### config.mk
export PLATFORM = sky130hd
export DESIGN_NAME = spi_xfer
export DESIGN_NICKNAME = d
export VERILOG_FILES = /design/src/spi_xfer.v
export VERILOG_INCLUDE_DIRS = /design/src /design/src/src
export SDC_FILE = /design/constraint.sdc
export NUM_CORES = 1
export LEC_CHECK = 0
export BUFFER_PORTS_ARGS = -buffer_cell sky130_fd_sc_hd__clkbuf_2
export CAP_MARGIN = 10
export CORE_AREA = 2 2 127 129
export CTS_CLUSTER_SIZE = 14
export DETAILED_ROUTE_END_ITERATION = 8
export DIE_AREA = 0 0 129 131
export GPL_ROUTABILITY_DRIVEN = 0
export PLACE_DENSITY = 0.65
export SYNTH_ARGS = -nofsm -noshare
export SYNTH_HDL_FRONTEND = slang
export SYNTH_SLANG_ARGS = --single-unit
export TNS_END_PERCENT = 1
### constraint.sdc
create_clock -name clk -period 10.45 [get_ports clk]
set_input_delay 0 -clock clk [delete_from_list [all_inputs] [get_ports clk]]
set_output_delay 0 -clock clk [all_outputs]
set_load 0.03 [all_outputs]
### src/spi_xfer_regs.vh
// Register indices, field positions and reset values for the SPI block.
// Byte address of a register is four times its index.
`ifndef SPI_XFER_REGS_VH
`define SPI_XFER_REGS_VH

// Register indices
`define IDX_SCR      2'h0
`define IDX_DSCR     2'h1
`define IDX_RXD      2'h2
`define IDX_TXD      2'h3

// status_control_reg fields
`define SCR_SPR_HI   15
`define SCR_SPR_LO   13
`define SCR_DSO      12
`define SCR_ERROR_IRQ_ENABLE    11
`define SCR_MODE_FAULT_ENABLE   10
`define SCR_SPRIE    9
`define SCR_MSTR     8
`define SCR_CPOL     7
`define SCR_CLOCK_PHASE     6
`define SCR_SPE      5
`define SCR_SPTIE    4
`define SCR_RXF      3
`define SCR_OVF      2
`define SCR_MODE_FAULT_FLAG     1
`define SCR_TXE      0

// Control half (bits 15..4) of the status_control_reg reset value 16'h6140
`define SCR_CTL_RST  12'h614

// Data size register fields
`define DSCR_WOM     15
`define DSCR_DS_HI   3
`define DSCR_DS_LO   0
`define DS_RST       4'hf

`endif

### src/spi_xfer.v
// SPI master/slave transfer engine with overflow and mode-fault logic.
// Assumes an Avalon-MM master on clk; pins come from outside clk's domain.
//
// How it works
// - Master transfer starts after a data write
// - Phase picks first half inactive or edge
// - Divider runs only when enabled master
// - Queued word follows previous transfer at once
// - Data write clears, buffer move sets empty
// - Done word fills rx register, sets full
// - No new word resends last shift value
// - Idle slave reloads fast, busy slave waits
// - Overflow checked at next-to-last capture strobe, last if one bit
// - Overflow blocks new words, old stays readable
// - Status read then data read clears overflow
// - One enable gates combined error request
// - Master drives clock and mosi, slave miso
// - Mode fault from select against the mode
// - Fault enable gates setting, not holding
// - Master fault disables, empties, resets counter
// - Slave transfer start and end by phase
// - Phase zero select toggle alone faults
// - Slave fault only flags and requests
// - Deselected slave floats miso, ignores clock
// - Write one clears fault when no condition
`timescale 1ns/1ps
`include "spi_xfer_regs.vh"

module spi_xfer
(
  input  wire        clk,
  input  wire        rst_n,
  input  wire [3:0]  address,
  input  wire        read,
  input  wire        write,
  input  wire [31:0] writedata,
  output wire [31:0] readdata,
  output wire        waitrequest,
  input  wire        sclk_in,
  output wire        sclk_out,
  output wire        sclk_oe,
  input  wire        mosi_in,
  output wire        mosi_out,
  output wire        mosi_oe,
  input  wire        miso_in,
  output wire        miso_out,
  output wire        miso_oe,
  input  wire        ss_n_in,
  output wire        err_irq,
  output wire        rx_irq,
  output wire        tx_irq
);

  reg  [3:0]  sync1_r;
  reg  [3:0]  sync2_r;
  reg  [3:0]  prev_r;
  reg  [15:4] ctl_r;
  reg         wom_r;
  reg  [3:0]  ds_r;
  reg         rxf_r;
  reg         ovf_r;
  reg         mode_fault_flag_r;
  reg         txe_r;
  reg         arm_r;
  reg  [15:0] buf_r;
  reg         buf_full_r;
  reg  [15:0] txw_r;
  reg  [15:0] rxsh_r;
  reg  [15:0] rxd_r;
  reg         busy_r;
  reg  [5:0]  h_r;
  reg  [6:0]  div_r;
  reg         ph_r;
  reg         sclk_r;
  reg         ack_r;
  reg  [15:0] rdata_r;
  reg         busy_nxt;
  reg  [5:0]  h_nxt;
  reg  [15:0] scr_val;

  // Synchronised pins: 3 sclk, 2 mosi, 1 miso, 0 ss_n
  wire sclk_s = sync2_r[3];
  wire mosi_s = sync2_r[2];
  wire miso_s = sync2_r[1];
  wire ss_s   = sync2_r[0];
  wire sclk_d = prev_r[3];
  wire ss_d   = prev_r[0];

  wire [2:0] spr    = ctl_r[`SCR_SPR_HI:`SCR_SPR_LO];
  wire       dso    = ctl_r[`SCR_DSO];
  wire       error_irq_enable  = ctl_r[`SCR_ERROR_IRQ_ENABLE];
  wire       mode_fault_enable = ctl_r[`SCR_MODE_FAULT_ENABLE];
  wire       sprie  = ctl_r[`SCR_SPRIE];
  wire       mstr   = ctl_r[`SCR_MSTR];
  wire       cpol   = ctl_r[`SCR_CPOL];
  wire       clock_phase   = ctl_r[`SCR_CLOCK_PHASE];
  wire       module_enable    = ctl_r[`SCR_SPE];
  wire       sptie  = ctl_r[`SCR_SPTIE];

  // Bus decode
  wire [1:0] idx    = address[3:2];
  wire       req    = read | write;
  wire       rd_go  = read & ack_r;
  wire       wr_go  = write & ack_r;
  wire       wr_scr = wr_go & (idx == `IDX_SCR);
  wire       wr_txd = wr_go & (idx == `IDX_TXD);
  wire       rd_scr = rd_go & (idx == `IDX_SCR);
  wire       rd_rxd = rd_go & (idx == `IDX_RXD);

  // Master bit clock: half period is 2^spr bus cycles
  wire       m_run  = module_enable & mstr;
  wire [7:0] halfm1 = (8'h01 << spr) - 8'h01;
  wire       htick  = m_run & (div_r == halfm1[6:0]);

  // Transfer geometry
  wire [5:0] last_h = {1'b0, ds_r, 1'b1};
  wire [5:0] end_h  = {1'b0, ds_r, 1'b0} + 6'h02;
  wire [5:0] ovf_h  = (ds_r == 4'h0) ? last_h : last_h - 6'h02;

  // Slave events; a high select hides every clock edge
  wire s_on    = module_enable & ~mstr;
  wire s_edge  = s_on & ~ss_s & (sclk_s ^ sclk_d);
  wire s_start = ~busy_r & (clock_phase ? (s_edge & (sclk_s != cpol))
                                 : (s_on & ss_d & ~ss_s));

  wire step    = busy_r & (mstr ? htick : s_edge);
  wire [5:0] h_inc = h_r + 6'h01;
  wire sample  = step & h_inc[0];
  wire fin     = step & (h_inc == ((~mstr & clock_phase) ? last_h : end_h));
  wire m_start = htick & ph_r & buf_full_r & (~busy_r | fin);
  wire s_load  = s_on & ~busy_r & ~s_start & buf_full_r;

  // Mode faults
  wire m_cond  = mstr & ~ss_s;
  wire m_flt   = mode_fault_enable & module_enable & m_cond;
  wire s_flt   = mode_fault_enable & s_on & busy_r & ss_s & ~ss_d;

  // Receive bit placement and completed word
  wire [3:0]  bi_n   = h_inc[4:1];
  wire [3:0]  pos    = dso ? bi_n : ds_r - bi_n;
  wire        din    = mstr ? miso_s : mosi_s;
  wire [15:0] rx_wrd = rxsh_r | ({15'h0000, din} << pos);
  wire        ovf_set = sample & (h_inc == ovf_h) & rxf_r;
  wire        rx_done = sample & (h_inc == last_h);

  // Outgoing bit comes from the held word, so it resends when idle
  wire [3:0] bi   = h_r[4:1];
  wire       obit = dso ? txw_r[bi] : txw_r[ds_r - bi];

  assign waitrequest = req & ~ack_r;
  assign readdata    = {16'h0000, rdata_r};
  assign sclk_oe     = m_run;
  assign mosi_oe     = m_run;
  assign miso_oe     = s_on & ~ss_s;
  assign sclk_out    = sclk_r;
  assign mosi_out    = obit;
  assign miso_out    = obit;
  assign err_irq     = error_irq_enable & (ovf_r | mode_fault_flag_r);
  assign rx_irq      = sprie & rxf_r;
  assign tx_irq      = sptie & module_enable & txe_r;

  always @*
  begin
    scr_val = {ctl_r, rxf_r, ovf_r, mode_fault_flag_r, txe_r};
    busy_nxt = busy_r;
    h_nxt = h_r;
    if (m_start | s_start)
    begin
      busy_nxt = 1'b1;
      h_nxt = 6'h00;
    end
    else if (fin)
    begin
      busy_nxt = 1'b0;
      h_nxt = 6'h00;
    end
    else if (step)
      h_nxt = h_inc;
    if (~module_enable | m_flt | (s_on & ss_s))
    begin
      busy_nxt = 1'b0;
      h_nxt = 6'h00;
    end
  end

  // Two-stage synchronisers, then one stage for edge detection
  always @(posedge clk or negedge rst_n)
  begin
    if (!rst_n)
    begin
      sync1_r <= 4'hf;
      sync2_r <= 4'hf;
      prev_r  <= 4'hf;
    end
    else
    begin
      sync1_r <= {sclk_in, mosi_in, miso_in, ss_n_in};
      sync2_r <= sync1_r;
      prev_r  <= sync2_r;
    end
  end

  // Avalon slave: one wait cycle, read data registered
  always @(posedge clk or negedge rst_n)
  begin
    if (!rst_n)
    begin
      ack_r   <= 1'b0;
      rdata_r <= 16'h0000;
    end
    else
    begin
      ack_r <= req & ~ack_r;
      if (read & ~ack_r)
      begin
        case (idx)
          `IDX_SCR:  rdata_r <= scr_val;
          `IDX_DSCR: rdata_r <= {wom_r, 11'h000, ds_r};
          `IDX_RXD:  rdata_r <= rxd_r;
          default:   rdata_r <= 16'h0000;
        endcase
      end
    end
  end

  // Master divider, free running while enabled as master
  always @(posedge clk or negedge rst_n)
  begin
    if (!rst_n)
    begin
      div_r <= 7'h00;
      ph_r  <= 1'b0;
    end
    else if (!m_run)
    begin
      div_r <= 7'h00;
      ph_r  <= 1'b0;
    end
    else if (htick)
    begin
      div_r <= 7'h00;
      ph_r  <= ~ph_r;
    end
    else
      div_r <= div_r + 7'h01;
  end

  // Transfer state and clock line
  always @(posedge clk or negedge rst_n)
  begin
    if (!rst_n)
    begin
      busy_r <= 1'b0;
      h_r    <= 6'h00;
      sclk_r <= 1'b0;
    end
    else
    begin
      busy_r <= busy_nxt;
      h_r    <= h_nxt;
      sclk_r <= cpol ^ (mstr & busy_nxt & (clock_phase ? ~h_nxt[0] : h_nxt[0]));
    end
  end

  // Configuration and transmit path
  always @(posedge clk or negedge rst_n)
  begin
    if (!rst_n)
    begin
      ctl_r      <= `SCR_CTL_RST;
      wom_r      <= 1'b0;
      ds_r       <= `DS_RST;
      buf_r      <= 16'h0000;
      buf_full_r <= 1'b0;
      txw_r      <= 16'h0000;
      txe_r      <= 1'b0;
    end
    else
    begin
      if (wr_scr)
        ctl_r <= writedata[15:4];
      if (wr_go & (idx == `IDX_DSCR))
      begin
        wom_r <= writedata[`DSCR_WOM];
        ds_r  <= writedata[`DSCR_DS_HI:`DSCR_DS_LO];
      end
      if (m_start | s_load | (s_start & buf_full_r))
      begin
        txw_r      <= buf_r;
        buf_full_r <= 1'b0;
        txe_r      <= 1'b1;
      end
      else if (~buf_full_r & ~txe_r)
        txe_r <= 1'b1;
      if (m_flt)
      begin
        ctl_r[`SCR_SPE] <= 1'b0;
        buf_full_r      <= 1'b0;
        txe_r           <= 1'b1;
      end
      else if (wr_txd)
      begin
        buf_r      <= writedata[15:0];
        buf_full_r <= 1'b1;
        txe_r      <= 1'b0;
      end
    end
  end

  // Receive path and error flags
  always @(posedge clk or negedge rst_n)
  begin
    if (!rst_n)
    begin
      rxsh_r <= 16'h0000;
      rxd_r  <= 16'h0000;
      rxf_r  <= 1'b0;
      ovf_r  <= 1'b0;
      arm_r  <= 1'b0;
      mode_fault_flag_r <= 1'b0;
    end
    else
    begin
      if (m_start | s_start)
        rxsh_r <= 16'h0000;
      else if (sample)
        rxsh_r <= rx_wrd;
      if (rd_rxd)
        rxf_r <= 1'b0;
      if (rx_done & ~ovf_r & ~ovf_set)
      begin
        rxd_r <= rx_wrd;
        rxf_r <= 1'b1;
      end
      if (rd_scr & ovf_r)
        arm_r <= 1'b1;
      else if (rd_rxd)
        arm_r <= 1'b0;
      if (ovf_set)
        ovf_r <= 1'b1;
      else if (rd_rxd & arm_r)
        ovf_r <= 1'b0;
      if (m_flt | s_flt)
        mode_fault_flag_r <= 1'b1;
      else if (wr_scr & writedata[`SCR_MODE_FAULT_FLAG] & ~m_cond)
        mode_fault_flag_r <= 1'b0;
    end
  end

endmodule // spi_xfer

Word level (Yosys, flattened, before mapping)

Index checks and enable logic that the tools add are counted.

Output and inout port bits: 42
Register bits: 132
Bits of input ports: 44
Logic and storage cells: 179

Order comparisons: 2
Bitwise gates (word level): 80
Reduce and logical (&&, ||, !) cells: 12
Add/sub/neg operators: 7
Muxes and demuxes: 42
Equal/unequal tests: 9
Shift-type cells: 2

Operators by type and width:

| operator                                                                      | number |
|---|---|
| 1-bit AND                                                                     | 53 |
| 16-bit case mux with 3 select lines                                           | 1 |
| 6-bit 2-to-1 mux                                                              | 6 |
| 16-bit 2-to-1 mux                                                             | 2 |
| 1-bit 2-to-1 mux                                                              | 27 |
| 16-bit OR                                                                     | 1 |
| 1-bit by 4-bit left shift with 16-bit output                                  | 1 |
| 1-bit NOT                                                                     | 15 |
| 7-bit 2-to-1 mux                                                              | 2 |
| 6-bit == test                                                                 | 2 |
| 2-bit nonzero test                                                            | 6 |
| 4-bit by 5-bit less-than comparator with 1-bit output (second input constant) | 2 |
| 1-bit OR                                                                      | 9 |
| 1-bit binary-select mux with 4-bit select                                     | 2 |
| 4-bit nonzero test                                                            | 2 |
| 4-bit subtractor                                                              | 2 |
| 7-bit by 1-bit adder with 7-bit output (second input constant)                | 1 |
| 7-bit == test                                                                 | 1 |
| 1-bit by 3-bit left shift with 7-bit output (first input constant)            | 1 |
| 7-bit by 1-bit subtractor with 7-bit output (second input constant)           | 1 |
| 5-bit by 2-bit adder with 6-bit output (second input constant)                | 1 |
| 6-bit by 1-bit adder with 6-bit output (second input constant)                | 1 |
| 6-bit by 5-bit == test with 1-bit output                                      | 1 |
| 5-bit by 2-bit subtractor with 6-bit output (second input constant)           | 1 |
| other kinds (11)                                                              | 13 |

Longest topological paths before layout

Gate-level depths: netlist (run 1).

Word-level depth: 16
Mapped depth: 17
Depth with buffers taken out: 14

Worst setup path before layout (run 1)

Ideal clock, no wire load.

Kind: reg-to-reg
Start point: reg ctl_r[15] in the netlist's numbering
End point: reg rxd_r[10]
Setup time: 0.077 ns
Required time: 10.373 ns
Buffers on the path: 3
Clock period less this slack: 3.518 ns
Cell stages (with the launch flop): 17
Data arrival time: 3.440 ns
Slack: 6.932 ns
Cell sequence: dfrtp_1 -> buf_2 -> or3_1 -> ha_1 -> buf_2 -> and3_1 -> o211ai_1 -> a211oi_1 -> a32oi_1 -> inv_1 -> ha_1 -> nand4_1 -> nor4_1 -> nor4b_2 -> clkbuf_1 -> nor2_1 -> a21oi_1

Longest elaborated chain between the ends: 11
Elaborated cells between the ends (all ways): 13
Those cells by class: add/sub (1); eq/ne (1); shift (1); mux (1); bitwise (9)

Ends and longest elaborated chain:

| item                                            | line           | text |
|---|---|---|
| start: declaration                              | spi_xfer.v:57  | `reg [15:4] ctl_r;` |
| start signal: assignment                        | spi_xfer.v:270 | `` ctl_r <= `SCR_CTL_RST; `` |
| start signal: assignment                        | spi_xfer.v:281 | `ctl_r <= writedata[15:4];` |
| 1-bit by 3-bit left shift with 7-bit output (*) | spi_xfer.v:112 | `wire [7:0] halfm1 = (8'h01 << spr) - 8'h01;` |
| 7-bit by 1-bit subtractor with 7-bit output (*) | spi_xfer.v:112 |  |
| 7-bit == test (*)                               | spi_xfer.v:113 | `wire htick = m_run & (div_r == halfm1[6:0]);` |
| 1-bit AND (*)                                   | spi_xfer.v:113 |  |
| 1-bit 2-to-1 mux (*)                            | spi_xfer.v:126 | `wire step = busy_r & (mstr ? htick : s_edge);` |
| 1-bit AND (*)                                   | spi_xfer.v:126 |  |
| 1-bit AND (*)                                   | spi_xfer.v:128 | `wire sample = step & h_inc[0];` |
| 1-bit AND (2 in series)                         | spi_xfer.v:143 | `wire ovf_set = sample & (h_inc == ovf_h) & rxf_r;` |
| 1-bit NOT                                       | spi_xfer.v:330 | `if (rx_done & ~ovf_r & ~ovf_set)` |
| 1-bit AND (*)                                   | spi_xfer.v:330 |  |
| end signal: assignment                          | spi_xfer.v:332 | `rxd_r <= rx_wrd;` |
| end: declaration                                | spi_xfer.v:69  | `reg [15:0] rxd_r;` |

Mark *: on every way between the ends. The rest lies on a longest branch, timed or not.
A chain may end at the register's enable or synchronous reset.

Worst setup path after layout (run 1)

Start point: reg ctl_r[15] in the netlist's numbering
End point: reg sclk_r, in the netlist sclk_out

Longest elaborated chain between the ends: 16
Elaborated cells between the ends (all ways): 24
Those cells by class: add/sub (1); eq/ne (1); shift (1); mux (9); bitwise (12)

Ends and longest elaborated chain:

| item                                            | line           | text |
|---|---|---|
| 1-bit by 3-bit left shift with 7-bit output (*) | spi_xfer.v:112 |  |
| 7-bit by 1-bit subtractor with 7-bit output (*) | spi_xfer.v:112 |  |
| 7-bit == test (*)                               | spi_xfer.v:113 |  |
| 1-bit AND (*)                                   | spi_xfer.v:113 |  |
| 1-bit 2-to-1 mux                                | spi_xfer.v:126 |  |
| 1-bit AND                                       | spi_xfer.v:126 |  |
| 1-bit AND                                       | spi_xfer.v:129 | `wire fin = step & (h_inc == ((~mstr & clock_phase) ? last_h : end_h));` |
| 1-bit OR                                        | spi_xfer.v:130 | `wire m_start = htick & ph_r & buf_full_r & (~busy_r \| fin);` |
| 1-bit AND                                       | spi_xfer.v:130 |  |
| 1-bit OR                                        | spi_xfer.v:167 | `if (m_start \| s_start)` |
| 6-bit 2-to-1 mux                                | spi_xfer.v:167 |  |
| 6-bit 2-to-1 mux                                | spi_xfer.v:179 | `if (~module_enable \| m_flt \| (s_on & ss_s))` |
| 1-bit NOT                                       | spi_xfer.v:261 | `sclk_r <= cpol ^ (mstr & busy_nxt & (clock_phase ? ~h_nxt[0] : h_nxt[0]));` |
| 1-bit 2-to-1 mux                                | spi_xfer.v:261 |  |
| 1-bit AND (*)                                   | spi_xfer.v:261 |  |
| 1-bit XOR (*)                                   | spi_xfer.v:261 |  |
| end signal: assignment                          | spi_xfer.v:261 |  |
| end: declaration                                | spi_xfer.v:74  | `reg sclk_r;` |

Mark *: on every way between the ends. The rest lies on a longest branch, timed or not. The select of a mux whose other input is x is not followed.

==> impl_metrics.toml, run 1 <==
[run_status]
run_status = "finished clean"

[critical_path]
r2r_cells = 13
crit_slowest_cell = "a32oi_1"
reg2reg_setup_slack_ns = 6.39
cp.required_ns = 10.78
worstSetupStartpointType = "flip-flop"
cpPeakStageDelay_ns = 0.59
cp-end-kind = "flip-flop"
reg2reg_from = "ctl_r[15]"
timing.setup.critical_path_class = "flip-flop to flip-flop"
regToRegEndpoint = "sclk_out"
critical-path-top-delay-family = "compound AO/OA/AOI/OAI gates"
cp_data_arrival_time_ns = 4.38
crit_path_max_fanout = 15
buf_inv_on_cp = 1
crit_chain = "or3_1 -> ha_1 -> and4b_1 -> o21ai_0 -> o211ai_1 -> a32oi_1 -> inv_1 -> ha_1 -> nor2_1 -> o31ai_1 -> a2111oi_0 -> a221oi_1 -> o211ai_1"

[power]
static_leakage_nw = 3.59
clkPwrFrac = 0.353
power.share.sequential = 0.386
sw_frac_of_total = 0.321
comb_pwr_share = 0.261
irDropWorstVdd_mv = 0.106
cellPowerDensity_mw_per_mm2 = 229
switching_power_uw = 590
intPower_mw = 1.25

[sta]
skew_ns = 0.00531
finalCriticalPeriod_ns = 4.06
tns_ns = 0
finalHoldViolations = 0
fmaxAchievable_mhz = 246
worst_slew_pin_slew_ns = 1.17
finalSetupViolations = 0
rsz0062_at_grt = "false"
finalCritPeriodShare = 0.388
max_slew_violation_count = 0
timing.slew.headroom = 0.218

[clocking]
postCtsSetupRepairBufs = 0
clk_transition_reported_paths_ns = 0.06
cts_resized = 0
cts-buffers-inserted = 17
clock-sinks = 130
buffers_from_clock_root_to_sink_at_most = 2
tritoncts = "yes"
cts_htree_levels = 4
holdBufCountCts = 23
clock_insertion_delay_at_the_later_pin_of_the_skew_report_ns = 0.42
clockRootBuffer = "clkbuf_16"

[floorplan]
floorplan.initialDensity = 0.438
floorplan_die_width_microns = 129
fp.coreArea_sq_mm = 0.0156
fp-row-count = 46
fp.dieArea_sq_mm = 0.0169
fp.dieH_microns = 131
io_pins = 86

[yosys]
postSynthRegisterBits = 130
synth_area_per_cell_sq_um = 10.6
synth.largest_area_cell = "dfrtp_1"
synth_xor_xnor_area_share = 0.0379
post_synth_inst_count = 643
muxShareOfSynthArea = 0.144
post_synth_and_or_nand_nor_area_fraction = 0.136
netlist_top_cells_area = "dfrtp_1, dfstp_2, mux2_2, a21oi_1, nor2_1"
synth_compound_area_frac = 0.124
synthAdderAreaFrac = 0.0279
synth_top_area_share = 0.411
netlist_area_sq_mm = 0.00683
synth_enable_flop_cells = 0
main_combinational_cell_family_by_area_after_synthesis = "multiplexers"
sequential_fraction_of_the_synthesis_area = 0.480
ys_async_sr_fraction = 1.00
synthesis.yosys.warnings = 0
synthDistinctLibCells = 63
yosys_most_used_dff = "dfrtp_1"

[cells_and_area]
layout.nets = 765
area_overhead_of_the_layout_relative_to_synthesis_pct = 17.9
share_of_post_route_cells_with_drive_strength_above_1 = 0.243
final_cell_count_no_fill = 936
n_antenna_cell = 0

[place]
dp_hpwl_mm = 11.1
port_buffers = 51
dp.cells = 881

[global_routing]
grt_first_pass_wirelength_mm = 25.6
antenna_violations_before_repair = 0
grt_start_max_net_pins = 82
via_count_of_the_first_global_routing_pass = 4897
global_route_usage_over_all_layers = 0.199
globalRouteOverflowTotal = 0

[route]
first_iter_violations = 306
avgRoutedWirePerCell_microns = 16.8
routed_wire_length_mm = 15.7
routed_via_density = 5.40
firstDrtPassIters = 5
detailroute.via_count = 5050
antenna_left = 0
drc = 0

[worst_hold_path]
hold_path.class = "primary input to async pin"

[job]
drv.max_cap_violation_count = 0
==> synth_stat cells, types with 4 or more instances <==
cell type and n:
dfstp_2 18, mux2_4 10, nor2b_1 5, o21ai_0 29, xnor2_1 18, o211ai_1 5, mux2_2 38, nor2_1 82
or3_1 4, a211oi_1 4, a21o_1 7, dfrtp_1 112, nand4_1 6, clkbuf_1 14, ha_1 12, a21oi_1 67
buf_2 10, inv_1 18, and3_1 6, buf_4 20, nor3_1 6, nor3b_1 4, mux4_2 9, xor2_1 9
mux2i_1 20, nand3_1 13, nand2b_1 7, nand2_1 39
==> how the worst max path moves through the flow <==
stage,start,to,slack [ns],cells after the start
6_report,ctl_r[15],sclk_out,6.39,13
5_1_grt,ctl_r[15],sclk_out,5.94,13
4_1_cts,ctl_r[15],rxd_r[14],6.41,14
3_5_place_dp,ctl_r[15],rxd_r[14],6.43,14
3_3_place_gp,ctl_r[15],rxd_r[9],6.54,14
2_1_floorplan,ctl_r[15],rxd_r[10],6.93,16
==> through the flow <==
| step | utilization | setup slack, ns | hold WS [ns] | cell area, sq um | power, mW |
|---|---|---|---|---|---|
| floorplan | - | 6.93 | -0.296 | 6880 | 1.06 |
| global placement | 0.460 | 6.54 | 0.0444 | 7170 | 1.17 |
| detailed placement | 0.460 | 6.43 | 0.0614 | 7170 | 1.19 |
| CTS | 0.516 | 6.41 | 0.155 | 8050 | 1.85 |
| global route | 0.516 | 5.94 | 0.201 | 8050 | 1.93 |
| finish | 0.516 | 6.39 | 0.143 | 8050 | 1.84 |
==> state kept, by name, indices dropped and copies added, names as in the netlist, 2 cells and up <==
signal and cells:
buf_r 16, rdata_r 16, rxd_r 16, rxsh_r 16, txw_r 16, ctl_r 12, div_r 7, h_r 6
ds_r 4, sync1_r 4, sync2_r 4, prev_r 2
==> routing by layer <==
layer / wire (microns) / global-route usage / share of wire
met2: 7640 / 0.325 / 0.49
met1: 6980 / 0.256 / 0.44
met3: 626 / 0.0436 / 0.040
met4: 443 / 0.0921 / 0.028
met5: 0 / 0 / 0
==> cell type report <==
cell class	instances	area, sq um
repair buffers	77	510
well taps	216	270
multi-input cells	463	3270
flip-flops and latches	130	3280
inverters	18	67.6
clock inverters	14	210
fillers	1355	7550
clock buffers	18	439
==> cell families (layout without fill, tap and decap cells) <==
logic type	after synthesis	count (layout)
AND/OR/NAND/NOR	193	193
XOR/XNOR	28	28
flip-flops	130	130
buffers and inverters	65	127
AO/OA/AOI/OAI	135	135
multiplexers	77	77
other	1	16
adder cells (fa/ha/maj)	14	14
==> power by group through the flow <==
stage	registers (mW)	clock network (mW)	logic, mW
2_1_floorplan	0.679	0	0.382
3_3_place_gp	0.707	0	0.459
3_5_place_dp	0.715	0	0.471
4_1_cts	0.707	0.661	0.482
5_1_grt	0.722	0.684	0.526
6_report	0.709	0.650	0.481
==> cells in the final DEF, fill, tap and decap left out, types with 20 or more instances in the layout <==
master / Yosys / layout
dfrtp_1: 112 / 112
nor2_1: 82 / 82
a21oi_1: 67 / 67
clkbuf_2: 0 / 50
nand2_1: 39 / 39
mux2_2: 38 / 38
o21ai_0: 29 / 29
dlygate4sd3_1: 0 / 23
mux2i_1: 20 / 20
(Power assumes the default switching activity.)
==> inputs of run 2 (changes only) <==
==> constraint.sdc (replaced) <==
create_clock -name clk -period 4.1 [get_ports clk]
set_input_delay 0 -clock clk [delete_from_list [all_inputs] [get_ports clk]]
set_output_delay 0 -clock clk [all_outputs]
set_load 0.03 [all_outputs]
==> impl_metrics.toml, run 2 (same netlist as run 1, synthesis figures left out) <==
[run_status]
run_status = "finished clean"

[sta]
finalCriticalPeriod_ns = 3.61
finalCritPeriodShare = 0.880
skew_ns = 0.00967
worst_slew_pin_slew_ns = 0.796
timing.slew.headroom = 0.470
rsz0062_at_grt = "false"
finalHoldViolations = 0
max_slew_violation_count = 0
finalSetupViolations = 0
fmaxAchievable_mhz = 277
tns_ns = 0

[cells_and_area]
area_overhead_of_the_layout_relative_to_synthesis_pct = 17.5
layout.nets = 772
n_antenna_cell = 0
final_cell_count_no_fill = 943
share_of_post_route_cells_with_drive_strength_above_1 = 0.243
final_common_cell = "dfrtp_1"
layout_common_cells = "dfrtp_1, nor2_1, a21oi_1"
final_core_utilization = 0.514

[clocking]
tritoncts = "yes"
clock-sinks = 130
cts-buffers-inserted = 17
buffers_from_clock_root_to_sink_at_most = 2
cts_htree_levels = 4
clockRootBuffer = "clkbuf_16"
cts_resized = 0
clk_transition_reported_paths_ns = 0.06
clock_insertion_delay_at_the_later_pin_of_the_skew_report_ns = 0.42

[floorplan]
fp.dieArea_sq_mm = 0.0169
fp-row-count = 46
floorplan_die_width_microns = 129
fp.coreArea_sq_mm = 0.0156
floorplan.initialDensity = 0.438
io_pins = 86
fp.dieH_microns = 131

[route]
drc = 0
detailroute.via_count = 5034
antenna_left = 0
routed_via_density = 5.34
first_iter_violations = 306
firstDrtPassIters = 5
routed_wire_length_mm = 15.9
avgRoutedWirePerCell_microns = 16.9

[power]
cellPowerDensity_mw_per_mm2 = 560
static_leakage_nw = 3.59
irDropWorstVdd_mv = 0.301

[critical_path]
cp_data_arrival_time_ns = 3.94
reg2reg_setup_slack_ns = 0.49
cp-end-kind = "flip-flop"
crit_path_max_fanout = 33
worstSetupStartpointType = "flip-flop"
cp.required_ns = 4.44
timing.setup.critical_path_class = "flip-flop to flip-flop"

[global_routing]
global_route_usage_over_all_layers = 0.205
grt_first_pass_wirelength_mm = 26.4
grt_start_max_net_pins = 63
via_count_of_the_first_global_routing_pass = 5155
antenna_violations_before_repair = 0
globalRouteOverflowTotal = 0

[place]
dp_hpwl_mm = 11.3
port_buffers = 51
dp.cells = 888

[worst_hold_path]
hold_path.class = "primary input to async pin"

[job]
drv.max_cap_violation_count = 0
-- run 2: changes by cell type in the layout (fill, tap and decap cells not counted), sizes merged --
cell / before / now
clkinvlp: 3 / 0
buf: 4 / 11
inv: 19 / 18
clkinv: 5 / 3
clkbuf: 68 / 78
bufinv: 5 / 1
-- run 2: per-layer routing --
metal | up-vias | track usage | part of all wire
li1 | 2385 | - | -
met1 | 2485 | 0.265 | 0.45
met2 | 130 | 0.326 | 0.47
met3 | 34 | 0.0444 | 0.041
met4 | 0 | 0.104 | 0.036
met5 | - | 0 | 0
-- run 2: area by class of cell --
cell class | count | area, sq um
Inverter | 18 | 67.6
Multi-Input combinational cell | 463 | 3270
Clock buffer | 28 | 527
Sequential cell | 130 | 3280
Tap cell | 216 | 270
Timing Repair Buffer | 84 | 563
Fill cell | 1389 | 7570
Clock inverter | 4 | 45.0
-- run 2: worst paths after layout --
| path | startpoint | endpoint | cells after the start |
|---|---|---|---|
| setup reg to reg | ctl_r[15] | rxd_r[13] | 15 |
| max in group asynchronous | rst_n | rdata_r[4] | 3 |
| hold / removal | rst_n | ctl_r[15] | 2 |
| hold reg to reg | sync1_r[1] | sync2_r[1] | 0 |
| min in group clk | miso_in | sync1_r[1] | 2 |
| setup / recovery | ctl_r[15] | rxd_r[13] | 15 |
-- run 2: repair_timing --
item,CTS,global route
hold buffers,23,0
hold endpoints to repair,93,0
buffers inserted,0,0
-- run 2: through the flow --
stage	power, mW	cell area, sq um	setup slack (ns)	hold WS (ns)
6_report	4.49	8020	0.494	0.208
4_1_cts	4.51	8020	0.521	0.195
3_5_place_dp	3.03	7220	0.564	0.0888
3_3_place_gp	2.98	7220	0.643	0.0874
5_1_grt	4.74	8020	0.182	0.213
2_1_floorplan	2.70	6880	0.582	-0.296
-- run 2: where the power goes --
| part | switching (mW) | internal (mW) |
|---|---|---|
| logic | 0.675 | 0.570 |
| registers | 0.264 | 1.53 |
| clock network | 0.522 | 0.928 |
| total | 1.46 | 3.03 |
-- run 2: worst max-delay path, stage by stage (launching register included) --
cell      delay, ns
dfrtp_1        0.46
or3_1          0.37
ha_1           0.31
and3_1         0.22
o211ai_1       0.20
a211oi_1       0.10
a32oi_1        0.32
inv_1          0.14
ha_1           0.27
nand4_1        0.11
nor4_1         0.05
buf_4          0.15
nor4b_4        0.24
buf_4          0.35
nor2_1         0.08
a21oi_1        0.13
